===== src/hdl/dcc_pkg.sv =====
package dcc_pkg;
    localparam logic [7:0] OFS_SAWTOOTH_DIVIDER = 8'h03;
    localparam logic [7:0] OFS_TEST = 8'h04;
    localparam logic [7:0] OFS_EQ = 8'h05;
    localparam logic [7:0] OFS_SRC_A = 8'h09;
    localparam logic [7:0] OFS_DST_A = 8'h0A;
    localparam logic [7:0] OFS_SRC_B = 8'h0B;
    localparam logic [7:0] OFS_DST_B = 8'h0C;
    localparam logic [7:0] OFS_RATE = 8'h0D;
    localparam logic [7:0] OFS_INPUT = 8'h0E;
    localparam logic [7:0] RST_ZERO = 8'h00;
    localparam logic [7:0] RST_EQ = 8'h09;
    localparam int CHK_BIT = 5;
    localparam int EQ_EN_BIT = 4;
    localparam int GPI_BIT = 4;
    localparam logic [3:0] EQ_MAX = 4'hB;
    localparam logic [1:0] SS_TWO = 2'h1;
    localparam logic [1:0] SS_FOUR = 2'h3;
    localparam logic [5:0] SAWTOOTH_DIVIDER_MAX_TWO = 6'h1E;
    localparam logic [5:0] SAWTOOTH_DIVIDER_MAX_FOUR = 6'h0F;
    localparam logic [7:0] MOD_COEF = 8'hD0;
    localparam logic [5:0] AUTO_DIV0 = 6'h02;
    localparam logic [5:0] AUTO_DIV1 = 6'h04;
    localparam logic [5:0] AUTO_DIV2 = 6'h08;
    localparam logic [5:0] AUTO_DIV3 = 6'h0F;
    localparam logic [11:0] HALF_SLOW = 12'h07D0;
endpackage : dcc_pkg


===== src/hdl/dcc_top.sv =====
`timescale 1ns/1ps
module dcc_top
    import dcc_pkg::*;
(
    // Clock and reset
    input wire logic core_clk_in,
    input wire logic rst_in,
    // Register port from the control-channel slave
    input wire logic [7:0] reg_addr_in,
    input wire logic [7:0] reg_wdata_in,
    input wire logic reg_wr_in,
    input wire logic reg_rd_in,
    output logic [7:0] reg_rdata_out,
    // Forwarding toward the remote side
    input wire logic fwd_addr_valid_in,
    input wire logic [7:0] fwd_addr_in,
    input wire logic remote_done_in,
    output logic local_scl_out,
    output logic local_scl_oe_out,
    output logic remote_req_out,
    output logic [7:0] remote_addr_out,
    output logic remote_scl_out,
    // Input relay
    input wire logic relay_input_in,
    output logic relay_level_out,
    output logic relay_strobe_out,
    // Pixel clock status
    input wire logic data_rate_select_in,
    input wire logic [1:0] pclk_range_in,
    // Link and output controls
    output logic checker_en_out,
    output logic eq_en_out,
    output logic [3:0] eq_boost_out,
    output logic spread_on_out,
    output logic spread_wide_out,
    output logic [5:0] sawtooth_div_out,
    output logic mod_tick_out
);
    typedef enum logic [1:0] {
        ST_IDLE = 2'b01,
        ST_STRETCH = 2'b10
    } dcc_state_t;

    function automatic logic [7:0] xlate(input logic [7:0] a, input logic [7:0] sa,
        input logic [7:0] da, input logic [7:0] sb, input logic [7:0] db);
        logic [7:0] r;
        r = a;
        if (a[7:1] == sa[7:1]) begin
            r = {da[7:1], a[0]};
        end else if (a[7:1] == sb[7:1]) begin
            r = {db[7:1], a[0]};
        end
        return r;
    endfunction : xlate

    logic [7:0] sawtooth_divider_reg, test_reg, eq_reg, src_a, dst_a, src_b, dst_b, rate_reg;
    logic [7:0] next_sawtooth_divider_reg, next_test_reg, next_eq_reg, next_src_a, next_dst_a;
    logic [7:0] next_src_b, next_dst_b, next_rate_reg, next_rdata;
    logic gpi_s1, gpi_s2, gpi_s3;
    logic next_level, next_strobe;
    dcc_state_t state, next_state;
    logic [7:0] next_raddr;
    logic [11:0] scl_cnt, next_scl_cnt;
    logic next_scl;
    logic [5:0] div_eff;
    logic [1:0] ss;
    logic next_tick;
    logic [13:0] mod_cnt, next_mod_cnt, mod_lim;

    // Register file.
    always_comb begin
        next_sawtooth_divider_reg = sawtooth_divider_reg;
        next_test_reg = test_reg;
        next_eq_reg = eq_reg;
        next_src_a = src_a;
        next_dst_a = dst_a;
        next_src_b = src_b;
        next_dst_b = dst_b;
        next_rate_reg = rate_reg;
        if (reg_wr_in) begin
            if (reg_addr_in == OFS_SAWTOOTH_DIVIDER) begin
                next_sawtooth_divider_reg = reg_wdata_in;
            end else if (reg_addr_in == OFS_TEST) begin
                next_test_reg = reg_wdata_in;
            end else if (reg_addr_in == OFS_EQ) begin
                next_eq_reg = reg_wdata_in;
            end else if (reg_addr_in == OFS_SRC_A) begin
                next_src_a = reg_wdata_in;
            end else if (reg_addr_in == OFS_DST_A) begin
                next_dst_a = reg_wdata_in;
            end else if (reg_addr_in == OFS_SRC_B) begin
                next_src_b = reg_wdata_in;
            end else if (reg_addr_in == OFS_DST_B) begin
                next_dst_b = reg_wdata_in;
            end else if (reg_addr_in == OFS_RATE) begin
                next_rate_reg = reg_wdata_in;
            end
        end
        next_rdata = reg_rdata_out;
        if (reg_rd_in) begin
            if (reg_addr_in == OFS_SAWTOOTH_DIVIDER) begin
                next_rdata = sawtooth_divider_reg;
            end else if (reg_addr_in == OFS_TEST) begin
                next_rdata = test_reg;
            end else if (reg_addr_in == OFS_EQ) begin
                next_rdata = eq_reg;
            end else if (reg_addr_in == OFS_SRC_A) begin
                next_rdata = src_a;
            end else if (reg_addr_in == OFS_DST_A) begin
                next_rdata = dst_a;
            end else if (reg_addr_in == OFS_SRC_B) begin
                next_rdata = src_b;
            end else if (reg_addr_in == OFS_DST_B) begin
                next_rdata = dst_b;
            end else if (reg_addr_in == OFS_RATE) begin
                next_rdata = rate_reg;
            end else if (reg_addr_in == OFS_INPUT) begin
                next_rdata = RST_ZERO;
                next_rdata[GPI_BIT] = gpi_s2;
            end else begin
                next_rdata = RST_ZERO;
            end
        end
    end

    always_ff @(posedge core_clk_in) begin
        if (rst_in) begin
            sawtooth_divider_reg <= RST_ZERO;
            test_reg <= RST_ZERO;
            eq_reg <= RST_EQ;
            src_a <= RST_ZERO;
            dst_a <= RST_ZERO;
            src_b <= RST_ZERO;
            dst_b <= RST_ZERO;
            rate_reg <= RST_ZERO;
            reg_rdata_out <= RST_ZERO;
        end else begin
            sawtooth_divider_reg <= next_sawtooth_divider_reg;
            test_reg <= next_test_reg;
            eq_reg <= next_eq_reg;
            src_a <= next_src_a;
            dst_a <= next_dst_a;
            src_b <= next_src_b;
            dst_b <= next_dst_b;
            rate_reg <= next_rate_reg;
            reg_rdata_out <= next_rdata;
        end
    end

    assign checker_en_out = test_reg[CHK_BIT];
    assign eq_en_out = eq_reg[EQ_EN_BIT];
    // Codes above the top level are clamped so the analog stage never sees them.
    assign eq_boost_out = (eq_reg[3:0] > EQ_MAX) ? EQ_MAX : eq_reg[3:0];

    // Forwarding with clock stretch; a second request while busy is dropped.
    always_comb begin
        next_state = state;
        next_raddr = remote_addr_out;
        next_scl_cnt = scl_cnt;
        next_scl = remote_scl_out;
        case (state)
            ST_IDLE: begin
                next_scl = 1'b1;
                if (fwd_addr_valid_in) begin
                    next_raddr = xlate(fwd_addr_in, src_a, dst_a, src_b, dst_b);
                    next_scl_cnt = HALF_SLOW >> rate_reg[2:0];
                    next_state = ST_STRETCH;
                end
            end
            ST_STRETCH: begin
                if (scl_cnt == 12'h0000) begin
                    next_scl_cnt = HALF_SLOW >> rate_reg[2:0];
                    next_scl = ~remote_scl_out;
                end else begin
                    next_scl_cnt = scl_cnt - 12'h0001;
                end
                if (remote_done_in) begin
                    next_state = ST_IDLE;
                end
            end
            default: begin
                next_state = ST_IDLE;
            end
        endcase
    end

    always_ff @(posedge core_clk_in) begin
        if (rst_in) begin
            state <= ST_IDLE;
            remote_addr_out <= RST_ZERO;
            scl_cnt <= 12'h0000;
            remote_scl_out <= 1'b1;
        end else begin
            state <= next_state;
            remote_addr_out <= next_raddr;
            scl_cnt <= next_scl_cnt;
            remote_scl_out <= next_scl;
        end
    end

    assign local_scl_out = 1'b0;
    assign local_scl_oe_out = (state == ST_STRETCH);
    assign remote_req_out = (state == ST_STRETCH);

    // Input relay; the pin is synchronised before use.
    always_comb begin
        next_level = relay_level_out;
        next_strobe = 1'b0;
        if (gpi_s3 != gpi_s2) begin
            next_level = gpi_s2;
            next_strobe = 1'b1;
        end
    end

    always_ff @(posedge core_clk_in) begin
        if (rst_in) begin
            gpi_s1 <= 1'b0;
            gpi_s2 <= 1'b0;
            gpi_s3 <= 1'b0;
            relay_level_out <= 1'b0;
            relay_strobe_out <= 1'b0;
        end else begin
            gpi_s1 <= relay_input_in;
            gpi_s2 <= gpi_s1;
            gpi_s3 <= gpi_s2;
            relay_level_out <= next_level;
            relay_strobe_out <= next_strobe;
        end
    end

    // Spread decode and sawtooth divider; zero in the divider field means automatic.
    assign ss = sawtooth_divider_reg[7:6];
    assign spread_on_out = (ss == SS_TWO) || (ss == SS_FOUR);
    assign spread_wide_out = (ss == SS_FOUR);
    always_comb begin
        div_eff = sawtooth_divider_reg[5:0];
        if (sawtooth_divider_reg[5:0] == 6'h00) begin
            case (pclk_range_in)
                2'h0: div_eff = AUTO_DIV0;
                2'h1: div_eff = AUTO_DIV1;
                2'h2: div_eff = AUTO_DIV2;
                default: div_eff = AUTO_DIV3;
            endcase
            if (!spread_wide_out && div_eff > SAWTOOTH_DIVIDER_MAX_TWO) begin
                div_eff = SAWTOOTH_DIVIDER_MAX_TWO;
            end else if (spread_wide_out && div_eff > SAWTOOTH_DIVIDER_MAX_FOUR) begin
                div_eff = SAWTOOTH_DIVIDER_MAX_FOUR;
            end
        end
    end
    assign sawtooth_div_out = div_eff;

    // Double rate halves the period, matching the doubled modulation rate.
    assign mod_lim = 14'(({6'h00, MOD_COEF} * {8'h00, div_eff}) >> data_rate_select_in);
    always_comb begin
        next_mod_cnt = 14'h0000;
        next_tick = 1'b0;
        if (spread_on_out) begin
            if (mod_cnt >= mod_lim - 14'h0001) begin
                next_tick = 1'b1;
            end else begin
                next_mod_cnt = mod_cnt + 14'h0001;
            end
        end
    end

    always_ff @(posedge core_clk_in) begin
        if (rst_in) begin
            mod_cnt <= 14'h0000;
            mod_tick_out <= 1'b0;
        end else begin
            mod_cnt <= next_mod_cnt;
            mod_tick_out <= next_tick;
        end
    end
endmodule : dcc_top


===== config.mk =====
export PLATFORM = sky130hd
export DESIGN_NAME = dcc_top
export DESIGN_NICKNAME = d
export VERILOG_FILES = /design/src/hdl/dcc_pkg.sv /design/src/hdl/dcc_top.sv
export SDC_FILE = /design/constraint.sdc
export NUM_CORES = 1
export LEC_CHECK = 0
export BUFFER_PORTS_ARGS = -buffer_cell sky130_fd_sc_hd__buf_2
export CAP_MARGIN = 0
export CORE_MARGIN = 3
export CORE_UTILIZATION = 50
export DETAILED_ROUTE_END_ITERATION = 10
export PLACE_DENSITY_LB_ADDON = 0.3
export SLEW_MARGIN = 5
export SYNTH_ARGS = -nofsm -noshare
export SYNTH_HDL_FRONTEND = slang
export SYNTH_SLANG_ARGS = --single-unit
export TNS_END_PERCENT = 10

===== constraint.sdc =====
create_clock -name core_clk_in -period 19.35 [get_ports core_clk_in]
set_clock_uncertainty 0.15 [all_clocks]
set_input_delay 3.87 -clock core_clk_in [delete_from_list [all_inputs] [get_ports core_clk_in]]
set_output_delay 3.87 -clock core_clk_in [all_outputs]
set_load 0.005 [all_outputs]

-- After elaboration in Yosys (flattened, before gate mapping)
Index checks and enable logic that the tools add are counted.
- bitwise logic cells: 9
- add/sub/neg operators: 3
- shift operators: 2
- muxes and demuxes: 27
- magnitude comparators: 4
- reduce and logical (&&, ||, !) cells: 22
- multiply operators: 1
- eq/ne operators: 21
- operators by type and width (cell ; count):
    $mux 8 ; 10
    $eq 8x4->1 const B ; 6
    $mux 12 ; 2
    $mux 6 ; 4
    $pmux 12 s2 ; 1
    $eq 8x3->1 const B ; 2
    $add 14x1->14 const B ; 1
    $eq 7x7->1 ; 2
    $ge 14x14->1 ; 1
    $shr 14x1->14 ; 1
    $sub 14x1->14 const B ; 1
    $logic_not 12->1 ; 1
    $pmux 4 s3 ; 1
    $shr 11x3->12 const A ; 1
    $sub 12x1->12 const B ; 1
    $mul 4x6->10 const A ; 1
    $reduce_and 2->1 ; 5
    $not 1->1 ; 9
    $reduce_and 9->1 ; 1
    $eq 8x2->1 const B ; 1
    $reduce_and 8->1 ; 1
    $reduce_and 7->1 ; 1
    $eq 2x1->1 const B ; 3
    $eq 2x2->1 const B ; 3
    other kinds (24) ; 29
- flip-flop bits (word level): 115
- output and inout bits: 37
- input bits: 34
- logic and storage cells: 109

-- Logic depth before layout (Yosys ltp)
Gate-level depths: netlist (run 1).
- depth after elaboration: 13
- depth in mapped cells: 25

-- Least setup slack after synthesis (run 1)
No wires, ideal clock.
- kind: input to register
- start: input port pclk_range_in[0]
- end: register mod_cnt[10]
- arrival time: 8.794 ns
- stages on the path: 22
- setup time: 0.065 ns
- buffers on the path: 1
- setup slack: 10.341 ns
- cells stage by stage: inv_1 ha_1 nor3b_1 a21oi_1 inv_1 ha_1 fa_1 inv_1 fa_1 xor2_1 and2_1 o2111ai_1 or3_1 and3_1 nor3_2 ha_1 a21o_1 a21o_1 a221oi_1 nand3b_1 clkbuf_1 nor2_1
- word-level cells in the longest chain between the ends: 13
- elaborated cells between the ends (all ways): 17
- those cells by class: add/sub: 1; mul: 1; order compare: 3; eq/ne: 2; shift: 1; mux: 5; reduce/logical: 4
- RTL lines (item ; line ; RTL):
    start: declaration ; dcc_top.sv:29 ; input wire logic [1:0] pclk_range_in,
    $eq 2x2->1 (tied with other cells) ; dcc_top.sv:238 ; case (pclk_range_in)
    $pmux 4 s3 (*) ; dcc_top.sv:238 ;
    $mux 6 (*) ; dcc_top.sv:237 ; if (sawtooth_divider_reg[5:0] == 6'h00) begin
    $gt 6x4->1 ; dcc_top.sv:246 ; end else if (spread_wide_out && div_eff > SAWTOOTH_DIVIDER_MAX_FOUR) begin
    $logic_and 1x1->1 ; dcc_top.sv:246 ;
    $mux 6 ; dcc_top.sv:246 ;
    $mux 6 (*) ; dcc_top.sv:244 ; if (!spread_wide_out && div_eff > SAWTOOTH_DIVIDER_MAX_TWO) begin
    $mux 6 (*) ; dcc_top.sv:237 ;
    net sawtooth_div_out[1] ; dcc_top.sv:36 ; output logic [5:0] sawtooth_div_out,
    $mul 4x6->10 (*) ; dcc_top.sv:254 ; assign mod_lim = 14'(({6'h00, MOD_COEF} * {8'h00, div_eff}) >> data_rate_select_in);
    $shr 14x1->14 (*) ; dcc_top.sv:254 ;
    $sub 14x1->14 (*) ; dcc_top.sv:259 ; if (mod_cnt >= mod_lim - 14'h0001) begin
    $ge 14x14->1 (*) ; dcc_top.sv:259 ;
    $reduce_or 3->1 (no line) (*) ; n/a ;
    end signal: assignment ; dcc_top.sv:272 ; mod_cnt <= next_mod_cnt;
    end: declaration ; dcc_top.sv:68 ; logic [13:0] mod_cnt, next_mod_cnt, mod_lim;
The timed path passes the listed nets; every way through them passes the cells marked *. The select of a mux whose other input is x is not followed.
A chain may end at the register's enable or synchronous reset.

-- Worst setup path in the final report (run 1)
- start: input port pclk_range_in[0]
- end: register mod_cnt[6]
- word-level cells in the longest chain between the ends: 13
- elaborated cells between the ends (all ways): 17
- those cells by class: add/sub: 1; mul: 1; order compare: 3; eq/ne: 2; shift: 1; mux: 5; reduce/logical: 4
- RTL lines (item ; line):
    $eq 2x2->1 (tied with other cells) ; dcc_top.sv:238
    $pmux 4 s3 (*) ; dcc_top.sv:238
    $mux 6 (*) ; dcc_top.sv:237
    $gt 6x4->1 ; dcc_top.sv:246
    $logic_and 1x1->1 ; dcc_top.sv:246
    $mux 6 ; dcc_top.sv:246
    $mux 6 (*) ; dcc_top.sv:244
    $mux 6 (*) ; dcc_top.sv:237
    $mul 4x6->10 (*) ; dcc_top.sv:254
    $shr 14x1->14 (*) ; dcc_top.sv:254
    $sub 14x1->14 (*) ; dcc_top.sv:259
    $ge 14x14->1 (*) ; dcc_top.sv:259
    $reduce_or 3->1 (no line) (*) ; n/a
Every way passes the cells marked *; elsewhere a longest branch is shown, timed or not. The select of a mux whose other input is x is not followed.

==> results of run 1 <==
-- layout make-up --
type / instances / area (um2) / share of cell area [%]
clock inverters: 9 / 106 / 1.37
repair buffers: 71 / 363 / 4.67
clock buffers: 21 / 470 / 6.06
multi-input cells: 635 / 4190 / 53.9
inverters: 31 / 116 / 1.50
well taps: 176 / 220 / 2.84
flip-flops and latches: 115 / 2300 / 29.7
-- cell usage in the layout (no fill, tap or decap), types with 4 or more instances in the layout --
| cell | synthesis | routed |
|---|---|---|
| nor4_1 | 4 | 4 |
| o21ai_0 | 28 | 28 |
| o211ai_1 | 4 | 4 |
| xnor2_1 | 14 | 14 |
| ha_1 | 33 | 33 |
| and2_1 | 5 | 5 |
| inv_1 | 31 | 31 |
| nor3b_1 | 6 | 6 |
| a22oi_1 | 12 | 12 |
| nand2b_1 | 13 | 13 |
| o22ai_1 | 7 | 7 |
| nand4_1 | 8 | 8 |
| dfxtp_1 | 115 | 115 |
| nor3_1 | 9 | 9 |
| mux2_2 | 7 | 7 |
| or3_1 | 4 | 4 |
| a21oi_1 | 49 | 49 |
| nor2_1 | 112 | 112 |
| nand3_1 | 17 | 17 |
| a21o_1 | 6 | 6 |
| nand2_1 | 85 | 85 |
| a31oi_1 | 5 | 5 |
| a211oi_1 | 6 | 6 |
| nor2b_1 | 13 | 13 |
| and3_1 | 10 | 10 |
| buf_2 | 8 | 68 |
| mux2i_1 | 67 | 67 |
| a311oi_1 | 7 | 7 |
| xor2_1 | 21 | 21 |
| clkbuf_16 | 0 | 17 |
| nand3b_1 | 11 | 11 |
| o21ai_1 | 13 | 13 |
-- cells by family (layout without fill, tap and decap cells) --
group / after synthesis / in the layout / synth area share, %
adders and majority gates: 36 / 36 / 6.90
muxes: 74 / 74 / 10.9
AOI/OAI and AO/OA: 171 / 171 / 16.3
and+or+nand+nor: 318 / 318 / 22.4
xor gates and xnor gates: 35 / 35 / 4.47
buffers and inverters: 86 / 132 / 5.40
other: 1 / 1 / 0.0547
DFF: 115 / 115 / 33.6
-- metrics by stage --
| step | setup slack (ps) | util, % | power (W) | instances |
|---|---|---|---|---|
| 2_1_floorplan | 10340 | - | 0.000314 | 836 |
| 4_1_cts | 10020 | 58.2 | 0.000642 | 1058 |
| 6_report | 10010 | 58.2 | 0.000639 | 1058 |
| 3_3_place_gp | 9780 | 53.8 | 0.000334 | 1028 |
| 5_1_grt | 9500 | 58.2 | 0.000664 | 1058 |
| 3_5_place_dp | 9590 | 53.8 | 0.000336 | 1028 |
-- how the worst max path moves through the flow --
stage,start,to,slack (ps),depth (start not counted)
3_3_place_gp,pclk_range_in[0],mod_cnt[5]$_SDFF_PP0_,9780,22
4_1_cts,pclk_range_in[0],mod_cnt[8]$_SDFF_PP0_,10020,22
3_5_place_dp,pclk_range_in[0],mod_cnt[8]$_SDFF_PP0_,9590,22
5_1_grt,pclk_range_in[0],mod_cnt[8]$_SDFF_PP0_,9500,22
2_1_floorplan,pclk_range_in[0],mod_cnt[10]$_SDFF_PP0_,10340,22
6_report,pclk_range_in[0],mod_cnt[6]$_SDFF_PP0_,10010,22
-- where the power goes --
part	total, W	switching (W)	internal (W)
sequential	0.000245	0.00000337	0.000241
clock	0.000307	0.000110	0.000197
combinational	0.0000865	0.0000527	0.0000339
-- per-layer routing --
metal  up-vias  track usage (%)  part of all wire, %
li1       3013                -                    -
met1      2845             32.2                   48
met2       162             36.9                   46
met3        19             5.81                  4.9
met4         0             5.88                  1.0
met5         -                0                    0
==> metrics.txt, run 1 <==
grt total ovfl 0; setup TNS 0 ps; gpl congestion 0.931; max FFs per register 14; R2R depth 23; layout cells sized above 1 13.8%; clock root buffer clkbuf_16; Setup CP Type in -> reg; R2R Path End mod_cnt[6]$_SDFF_PP0_; status completed; largest net degree at the start of global routing 101; Chip Width 123 um; sequential share of the synthesized area 33.6%; Antenna Violating Nets Remaining 0; Worst EP required 19540 ps; CP Data Arrival Time 9520 ps; RSZ-0062 raised after global routing false; Worst slew margin 33.2%; PortBufs 69; residual DRC count 0; max frequency 107 MHz; Hold Path Stages 1; Slew Viols, Final 0; worst hold path startpoint gpi_s1$_SDFF_PP0_; Synth async-reset ratio 0%; first-pass GRT wire length 28000 um; Yosys cell types 71; # rows 42; hold slack 290 ps; Boundary Pins 71; Buf/Inv on CP 4; Final Hold Fails 0; worst slew pin tran 1000 ps; Hold EP gpi_s2$_SDFF_PP0_; Clk Latency, worst-skew pair 410 ps; maximum vdd drop 66.9 uV; H-Tree Depth 4; Area growth, synth to finish 13.2%; Synthesized Nets 906; Synth Register Bits 115; clk sink count 115; hold-fix buffers at CTS 0; vias per cell 5.71; initial antenna violation count 0; diodes inserted 0; number of synthesized flops with an enable pin 0; r2r startpoint sawtooth_divider_reg[4]$_SDFFE_PP0P_; die height 123 um; CTS Buf Count 17; Post-Syn Area per Cell 8.20 um2; synth warn 0; # Max-Cap Violations 0; Final #Nets 941; CTS tree done; number of fill cells 1262; cts repair resizes 0; die area 15200 um2; CP max stage delay 540 ps; CTS max path bufs 2; Starting Density 51.4%; clock-pin slew on the worst setup and hold paths 50 ps; slowest cell on the critical path fa_1; PD cells 82.3 nW/um2; synthesized cell area 6860 um2; drt pass-1 iters 5; crit path cell chain buf_2 > inv_1 > ha_1 > nor3b_1 > a21oi_1 > inv_1 > ha_1 > fa_1 > inv_1 > fa_1 > xor2_1 > and2_1 > o2111ai_1 > or3_1 > and3_1 > nor3_2 > ha_1 > a21o_1 > a21o_1 > a221oi_1 > nand3b_1 > nor2_1; Synth area leaders dfxtp_1 34%, mux2i_1 9.8%, nor2_1 6.1%, ha_1 6.0%, nand2_1 4.7%; Setup Viol. Count Final 0; worst-path fanout max 14; Largest Register mod_cnt; Top Registers mod_cnt (14), scl_cnt (12); setup bufs post-CTS 0; Vias 6039; synth cell count leaders 115 x dfxtp_1, 112 x nor2_1, 85 x nand2_1; ys flop type dfxtp_1; final worst path period share 48.2%; wire per inst 16.4 um; worst hold path class reg -> reg; clock period minus worst slack 9340 ps; crit-path leading delay family adder cells; core area 13300 um2; Leak Pwr 3.12 nW; cell count after synthesis 836; leading area contributor after synthesis dfxtp_1; DRT iter0 DRCs 462; most frequent cell after synthesis dfxtp_1; placed instance area 7190 um2; worst reg2reg setup slack 13190 ps; HPWL after DPL 12200 um; vias in the first global route 5621; WL final 17400 um; gr usage total 23.4%; area share of the leading cell type in the synthesized netlist 33.6%; Finished Cell Area 7760 um2; Startpoint Class primary input; Worst setup EP type flip-flop
No activity file was read; power rests on OpenSTA's default activity.
==> inputs of run 2 (changes only) <==
clock period = 8.54 ns   (was 19.35 ns; I/O delays follow)
==> metrics.txt, run 2 (synthesis results as in run 1) <==
CTS tree done (unchanged); Slew Viols, Final 0 (unchanged); Psw 0.000377 W (was 0.000166 W); CP Data Arrival Time 7400 ps (was 9520 ps); initial antenna violation count 0 (unchanged); Starting Density 51.4% (unchanged); most frequent cells in the layout 115 x dfxtp_1, 112 x nor2_1, 85 x nand2_1 (unchanged); Chip Width 123 um (unchanged); gr usage total 23.0% (was 23.4%); vias per cell 5.67 (was 5.71); worst hold path startpoint gpi_s1$_SDFF_PP0_ (unchanged); pre-CTS setup slack 961 ps (was 9590 ps); residual DRC count 0 (unchanged); largest net degree at the start of global routing 100 (was 101); Startpoint Class primary input (unchanged); max FFs per register 14 (unchanged); setup TNS 0 ps (unchanged); max frequency 139 MHz; PD cells 192 nW/um2 (was 82.3 nW/um2); die height 123 um (unchanged); wire per inst 16.1 um (was 16.4 um); die area 15200 um2 (unchanged); drt pass-1 iters 6 (was 5); maximum vdd drop 128 uV (was 66.9 uV); clock-pin slew on the worst setup and hold paths 50 ps (about the same); worst slew pin tran 999 ps (was 1000 ps); Leak Pwr 3.14 nW (was 3.12 nW); cts repair resizes 0 (unchanged); PortBufs 69 (unchanged); RSZ-0062 raised after global routing false (unchanged); H-Tree Depth 4 (unchanged); Hold Path Stages 1 (unchanged); Setup Viol. Count Final 0 (unchanged); Worst EP required 8730 ps (was 19540 ps); Top Registers mod_cnt (14), scl_cnt (12) (unchanged); Final #Nets 941 (unchanged); Worst setup EP type flip-flop (unchanged); setup bufs post-CTS 0 (unchanged); Worst Slack Setup Final 1330 ps (was 10010 ps); number of fill cells 1246 (was 1262); Area growth, synth to finish 14.0% (was 13.2%); R2R Path End mod_cnt[9]$_SDFF_PP0_ (was mod_cnt[6]$_SDFF_PP0_); core area 13300 um2 (unchanged); Critical path origin pclk_range_in[0] (unchanged); Boundary Pins 71 (unchanged); DRT iter0 DRCs 413 (was 462); status completed (unchanged); clock period minus worst slack 7210 ps; Final Hold Fails 0 (unchanged); Int Pwr 0.00113 W (was 0.000473 W); Vias 6006 (was 6039); layout cells sized above 1 13.9% (was 13.8%); worst-path fanout max 14 (unchanged); Largest Register mod_cnt (unchanged); worst reg2reg setup slack 2370 ps (was 13190 ps); Logic pwr share 13.1% (was 13.5%); Seq pwr share 36.9% (was 38.3%); diodes inserted 0 (unchanged); CTS Buf Count 17 (unchanged); hold-fix buffers at CTS 0 (unchanged); # Max-Cap Violations 0 (unchanged); HPWL after DPL 12100 um (was 12200 um); clk sink count 115 (unchanged); crit path cell chain buf_2 > inv_1 > ha_1 > nor3b_1 > a21oi_1 > inv_1 > ha_1 > fa_1 > inv_1 > fa_1 > xor2_1 > and2_1 > o2111ai_1 > or3_1 > and3_1 > nor3_2 > ha_1 > a21o_1 > a21o_1 > a221oi_1 > nand3b_1 > nor2_1 (unchanged); first-pass GRT wire length 27400 um (was 28000 um); CTS max path bufs 2 (unchanged); switching share of power 25.1% (was 26.0%); worst hold path class reg -> reg (unchanged); clock root buffer clkbuf_16 (unchanged); Clk Latency, worst-skew pair 420 ps (was 410 ps); CP max stage delay 530 ps (was 540 ps); most common cell after layout, fill and taps aside dfxtp_1 (unchanged); # rows 42 (unchanged); Clock power frac 50.1% (was 48.1%); Setup CP Type in -> reg (unchanged); WL final 17100 um (was 17400 um); final worst path period share 84.4%; r2r startpoint sawtooth_divider_reg[5]$_SDFFE_PP0P_ (was sawtooth_divider_reg[4]$_SDFFE_PP0P_); grt total ovfl 0 (unchanged); R2R depth 21 (was 23); slowest cell on the critical path fa_1 (unchanged); Hold EP gpi_s2$_SDFF_PP0_ (unchanged); Worst slew margin 33.4% (was 33.2%); vias in the first global route 5485 (was 5621); gpl congestion 0.925 (was 0.931); Final Power 0.00150 W (was 0.000639 W); Antenna Violating Nets Remaining 0 (unchanged)
## run 2: cell types whose count changed in the layout (fill, tap and decap cells not counted)
cell        previous run  this run
inv_6                  0         2
clkbuf_8               3         2
clkinv_2               3         0
clkinvlp_4             3         4
bufinv_16              2         4
## run 2: routing by layer
metal	up-vias	share of wire, %	global-route usage [%]	routed length, um
li1	3008	-	-	-
met1	2772	47	31.5	7980
met2	195	46	35.2	7820
met3	31	5.8	5.95	985
met4	0	1.8	7.96	307
met5	-	0	0	0
## run 2: worst max-delay path by stage
stage,to,slack [ps],depth (start not counted)
floorplan,mod_cnt[10]$_SDFF_PP0_,1690,22
global placement,mod_cnt[3]$_SDFF_PP0_,1150,22
detailed placement,mod_cnt[11]$_SDFF_PP0_,960,22
CTS,mod_cnt[9]$_SDFF_PP0_,1370,22
global route,mod_cnt[10]$_SDFF_PP0_,940,22
finish,mod_cnt[9]$_SDFF_PP0_,1330,22
## run 2: area by class of cell
class	instances	area (um2)	area share, %
Multi-Input combinational cell	635	4190	53.5
Sequential cell	115	2300	29.4
Clock buffer	20	457	5.84
Timing Repair Buffer	71	363	4.64
Tap cell	176	220	2.82
Clock inverter	11	176	2.26
Inverter	31	116	1.49
## run 2: power by group through the flow
stage	combinational (W)	sequential (W)	clock, W
finish	0.000197	0.000555	0.000753
global route	0.000220	0.000556	0.000787
CTS	0.000196	0.000554	0.000763
detailed placement	0.000194	0.000566	0
global placement	0.000192	0.000566	0
floorplan	0.000148	0.000565	0
## run 2: metrics by stage
stage	hold slack [ps]	util [%]	std cells	instance area, um2
6_report	288	58.6	1059	7820
3_5_place_dp	278	53.8	1028	7190
5_1_grt	313	58.6	1059	7820
4_1_cts	290	58.6	1059	7820
2_1_floorplan	264	-	836	6860
3_3_place_gp	265	53.8	1028	7190
## run 2: critical path: cells and delay by family
family	cells	cell delay, ps
compound gates	5	1340
xor+xnor	1	260
fa+ha+maj	5	1890
buf+inv	4	400
simple gates	7	1790
==> inputs of run 3 (changes only) <==
clock period = 7.2 ns   (was 8.54 ns; I/O delays follow)
==> metrics.txt, run 3 (synthesis results as in run 1) <==
status completed (unchanged); gr usage total 23.1% (was 23.0%); Clk Latency, worst-skew pair 420 ps (about the same); wire per inst 16.0 um (was 16.1 um); number of fill cells 1259 (was 1246); grt total ovfl 0 (unchanged); pre-CTS setup slack 221 ps (was 961 ps); Antenna Violating Nets Remaining 0 (unchanged); max FFs per register 14 (unchanged); clock-pin slew on the worst setup and hold paths 50 ps (about the same); die height 123 um (unchanged); Chip Width 123 um (unchanged); Vias 6067 (was 6006); # rows 42 (unchanged); Area growth, synth to finish 14.6% (was 14.0%); CTS Buf Count 17 (unchanged); die area 15200 um2 (unchanged); Startpoint Class primary input (unchanged); Worst Slack Setup Final 692 ps (was 1330 ps); gpl congestion 0.912 (was 0.925); Final Hold Fails 0 (unchanged); clock period minus worst slack 6510 ps; WL final 17000 um (was 17100 um); Worst slew margin 33.6% (was 33.4%); DRT iter0 DRCs 442 (was 413); hold-fix buffers at CTS 0 (unchanged); Starting Density 51.4% (unchanged); Worst setup EP type flip-flop (unchanged); most common cell after layout, fill and taps aside dfxtp_1 (unchanged); clock root buffer clkbuf_16 (unchanged); layout cells sized above 1 13.9% (unchanged); H-Tree Depth 4 (unchanged); PD cells 233 nW/um2 (was 192 nW/um2); initial antenna violation count 0 (unchanged); CP Data Arrival Time 6700 ps (was 7400 ps); RSZ-0062 raised after global routing false (unchanged); final worst path period share 90.4%; maximum vdd drop 160 uV (was 128 uV); HPWL after DPL 12100 um (about the same); clk sink count 115 (unchanged); vias in the first global route 5477 (was 5485); vias per cell 5.73 (was 5.67); Final #Nets 941 (unchanged); CTS tree done (unchanged); core area 13300 um2 (unchanged); Top Registers mod_cnt (14), scl_cnt (12) (unchanged); residual DRC count 0 (unchanged); worst reg2reg setup slack 1050 ps (was 2370 ps); diodes inserted 0 (unchanged); worst slew pin tran 995 ps (was 999 ps); Leak Pwr 3.17 nW (was 3.14 nW); Largest Register mod_cnt (unchanged); cts repair resizes 0 (unchanged); CTS max path bufs 2 (unchanged); # Max-Cap Violations 0 (unchanged); Worst EP required 7390 ps (was 8730 ps); first-pass GRT wire length 27600 um (was 27400 um); setup bufs post-CTS 0 (unchanged); max frequency 154 MHz; worst hold path class reg -> reg (unchanged); PortBufs 69 (unchanged); drt pass-1 iters 5 (was 6); worst-path fanout max 14 (unchanged); Setup Viol. Count Final 0 (unchanged); Setup CP Type in -> reg (unchanged); setup TNS 0 ps (unchanged); most frequent cells in the layout 115 x dfxtp_1, 112 x nor2_1, 85 x nand2_1 (unchanged); largest net degree at the start of global routing 103 (was 100); Boundary Pins 71 (unchanged); Slew Viols, Final 0 (unchanged)
==> run 3: metrics by stage <==
stage | utilization [%] | area, um2 | hold slack [ps] | power [W] | instances
floorplan | - | 6860 | 264 | 0.000845 | 836
global placement | 53.8 | 7190 | 266 | 0.000900 | 1028
detailed placement | 53.8 | 7190 | 278 | 0.000903 | 1028
CTS | 58.9 | 7860 | 290 | 0.00184 | 1059
global route | 58.9 | 7860 | 323 | 0.00190 | 1059
finish | 58.9 | 7860 | 286 | 0.00183 | 1059
==> run 3: worst paths after layout <==
kind / cells after the start / startpoint / end
worst max-delay path: 22 / pclk_range_in[0] / mod_cnt[11]$_SDFF_PP0_
worst min-delay path: 1 / gpi_s1$_SDFF_PP0_ / gpi_s2$_SDFF_PP0_
worst max register to register: 23 / sawtooth_divider_reg[4]$_SDFFE_PP0P_ / mod_cnt[11]$_SDFF_PP0_
worst min register to register: 1 / gpi_s1$_SDFF_PP0_ / gpi_s2$_SDFF_PP0_
==> run 3: final cells by class <==
| class | instances | area, um2 | share of cell area (%) |
|---|---|---|---|
| clock buffer | 23 | 498 | 6.34 |
| timing repair buffer | 71 | 363 | 4.62 |
| multi-input combinational | 635 | 4190 | 53.3 |
| sequential | 115 | 2300 | 29.3 |
| tap | 176 | 220 | 2.80 |
| clock inverter | 8 | 171 | 2.18 |
| inverter | 31 | 116 | 1.48 |
==> run 3: critical path, cell delays in order <==
cell and delay, ps:
buf_2 120, inv_1 50, ha_1 290, nor3b_1 140, a21oi_1 190, inv_1 100
ha_1 330, fa_1 550, inv_1 70, fa_1 450, xor2_1 270, and2_1 220
o2111ai_1 170, or3_1 370, and3_1 210, nor3_2 150, ha_1 260, a21o_1 180
a21o_1 170, a221oi_1 310, nand3b_1 450, nor2_1 220
==> run 3: routing by layer <==
metal	vias up	global-route usage, %	part of all wire, %
met2	176	35.5	46
met3	21	4.99	5.4
li1	3012	-	-
met1	2858	32.4	47
met4	0	7.68	1.6
met5	-	0	0
==> run 3: where the power goes <==
group          internal (W)  leakage (nW)  switching [W]  total [W]
registers          0.000649         0.932     0.00000892   0.000658
clock network      0.000657         0.325       0.000283   0.000940
logic             0.0000911          1.91       0.000142   0.000233
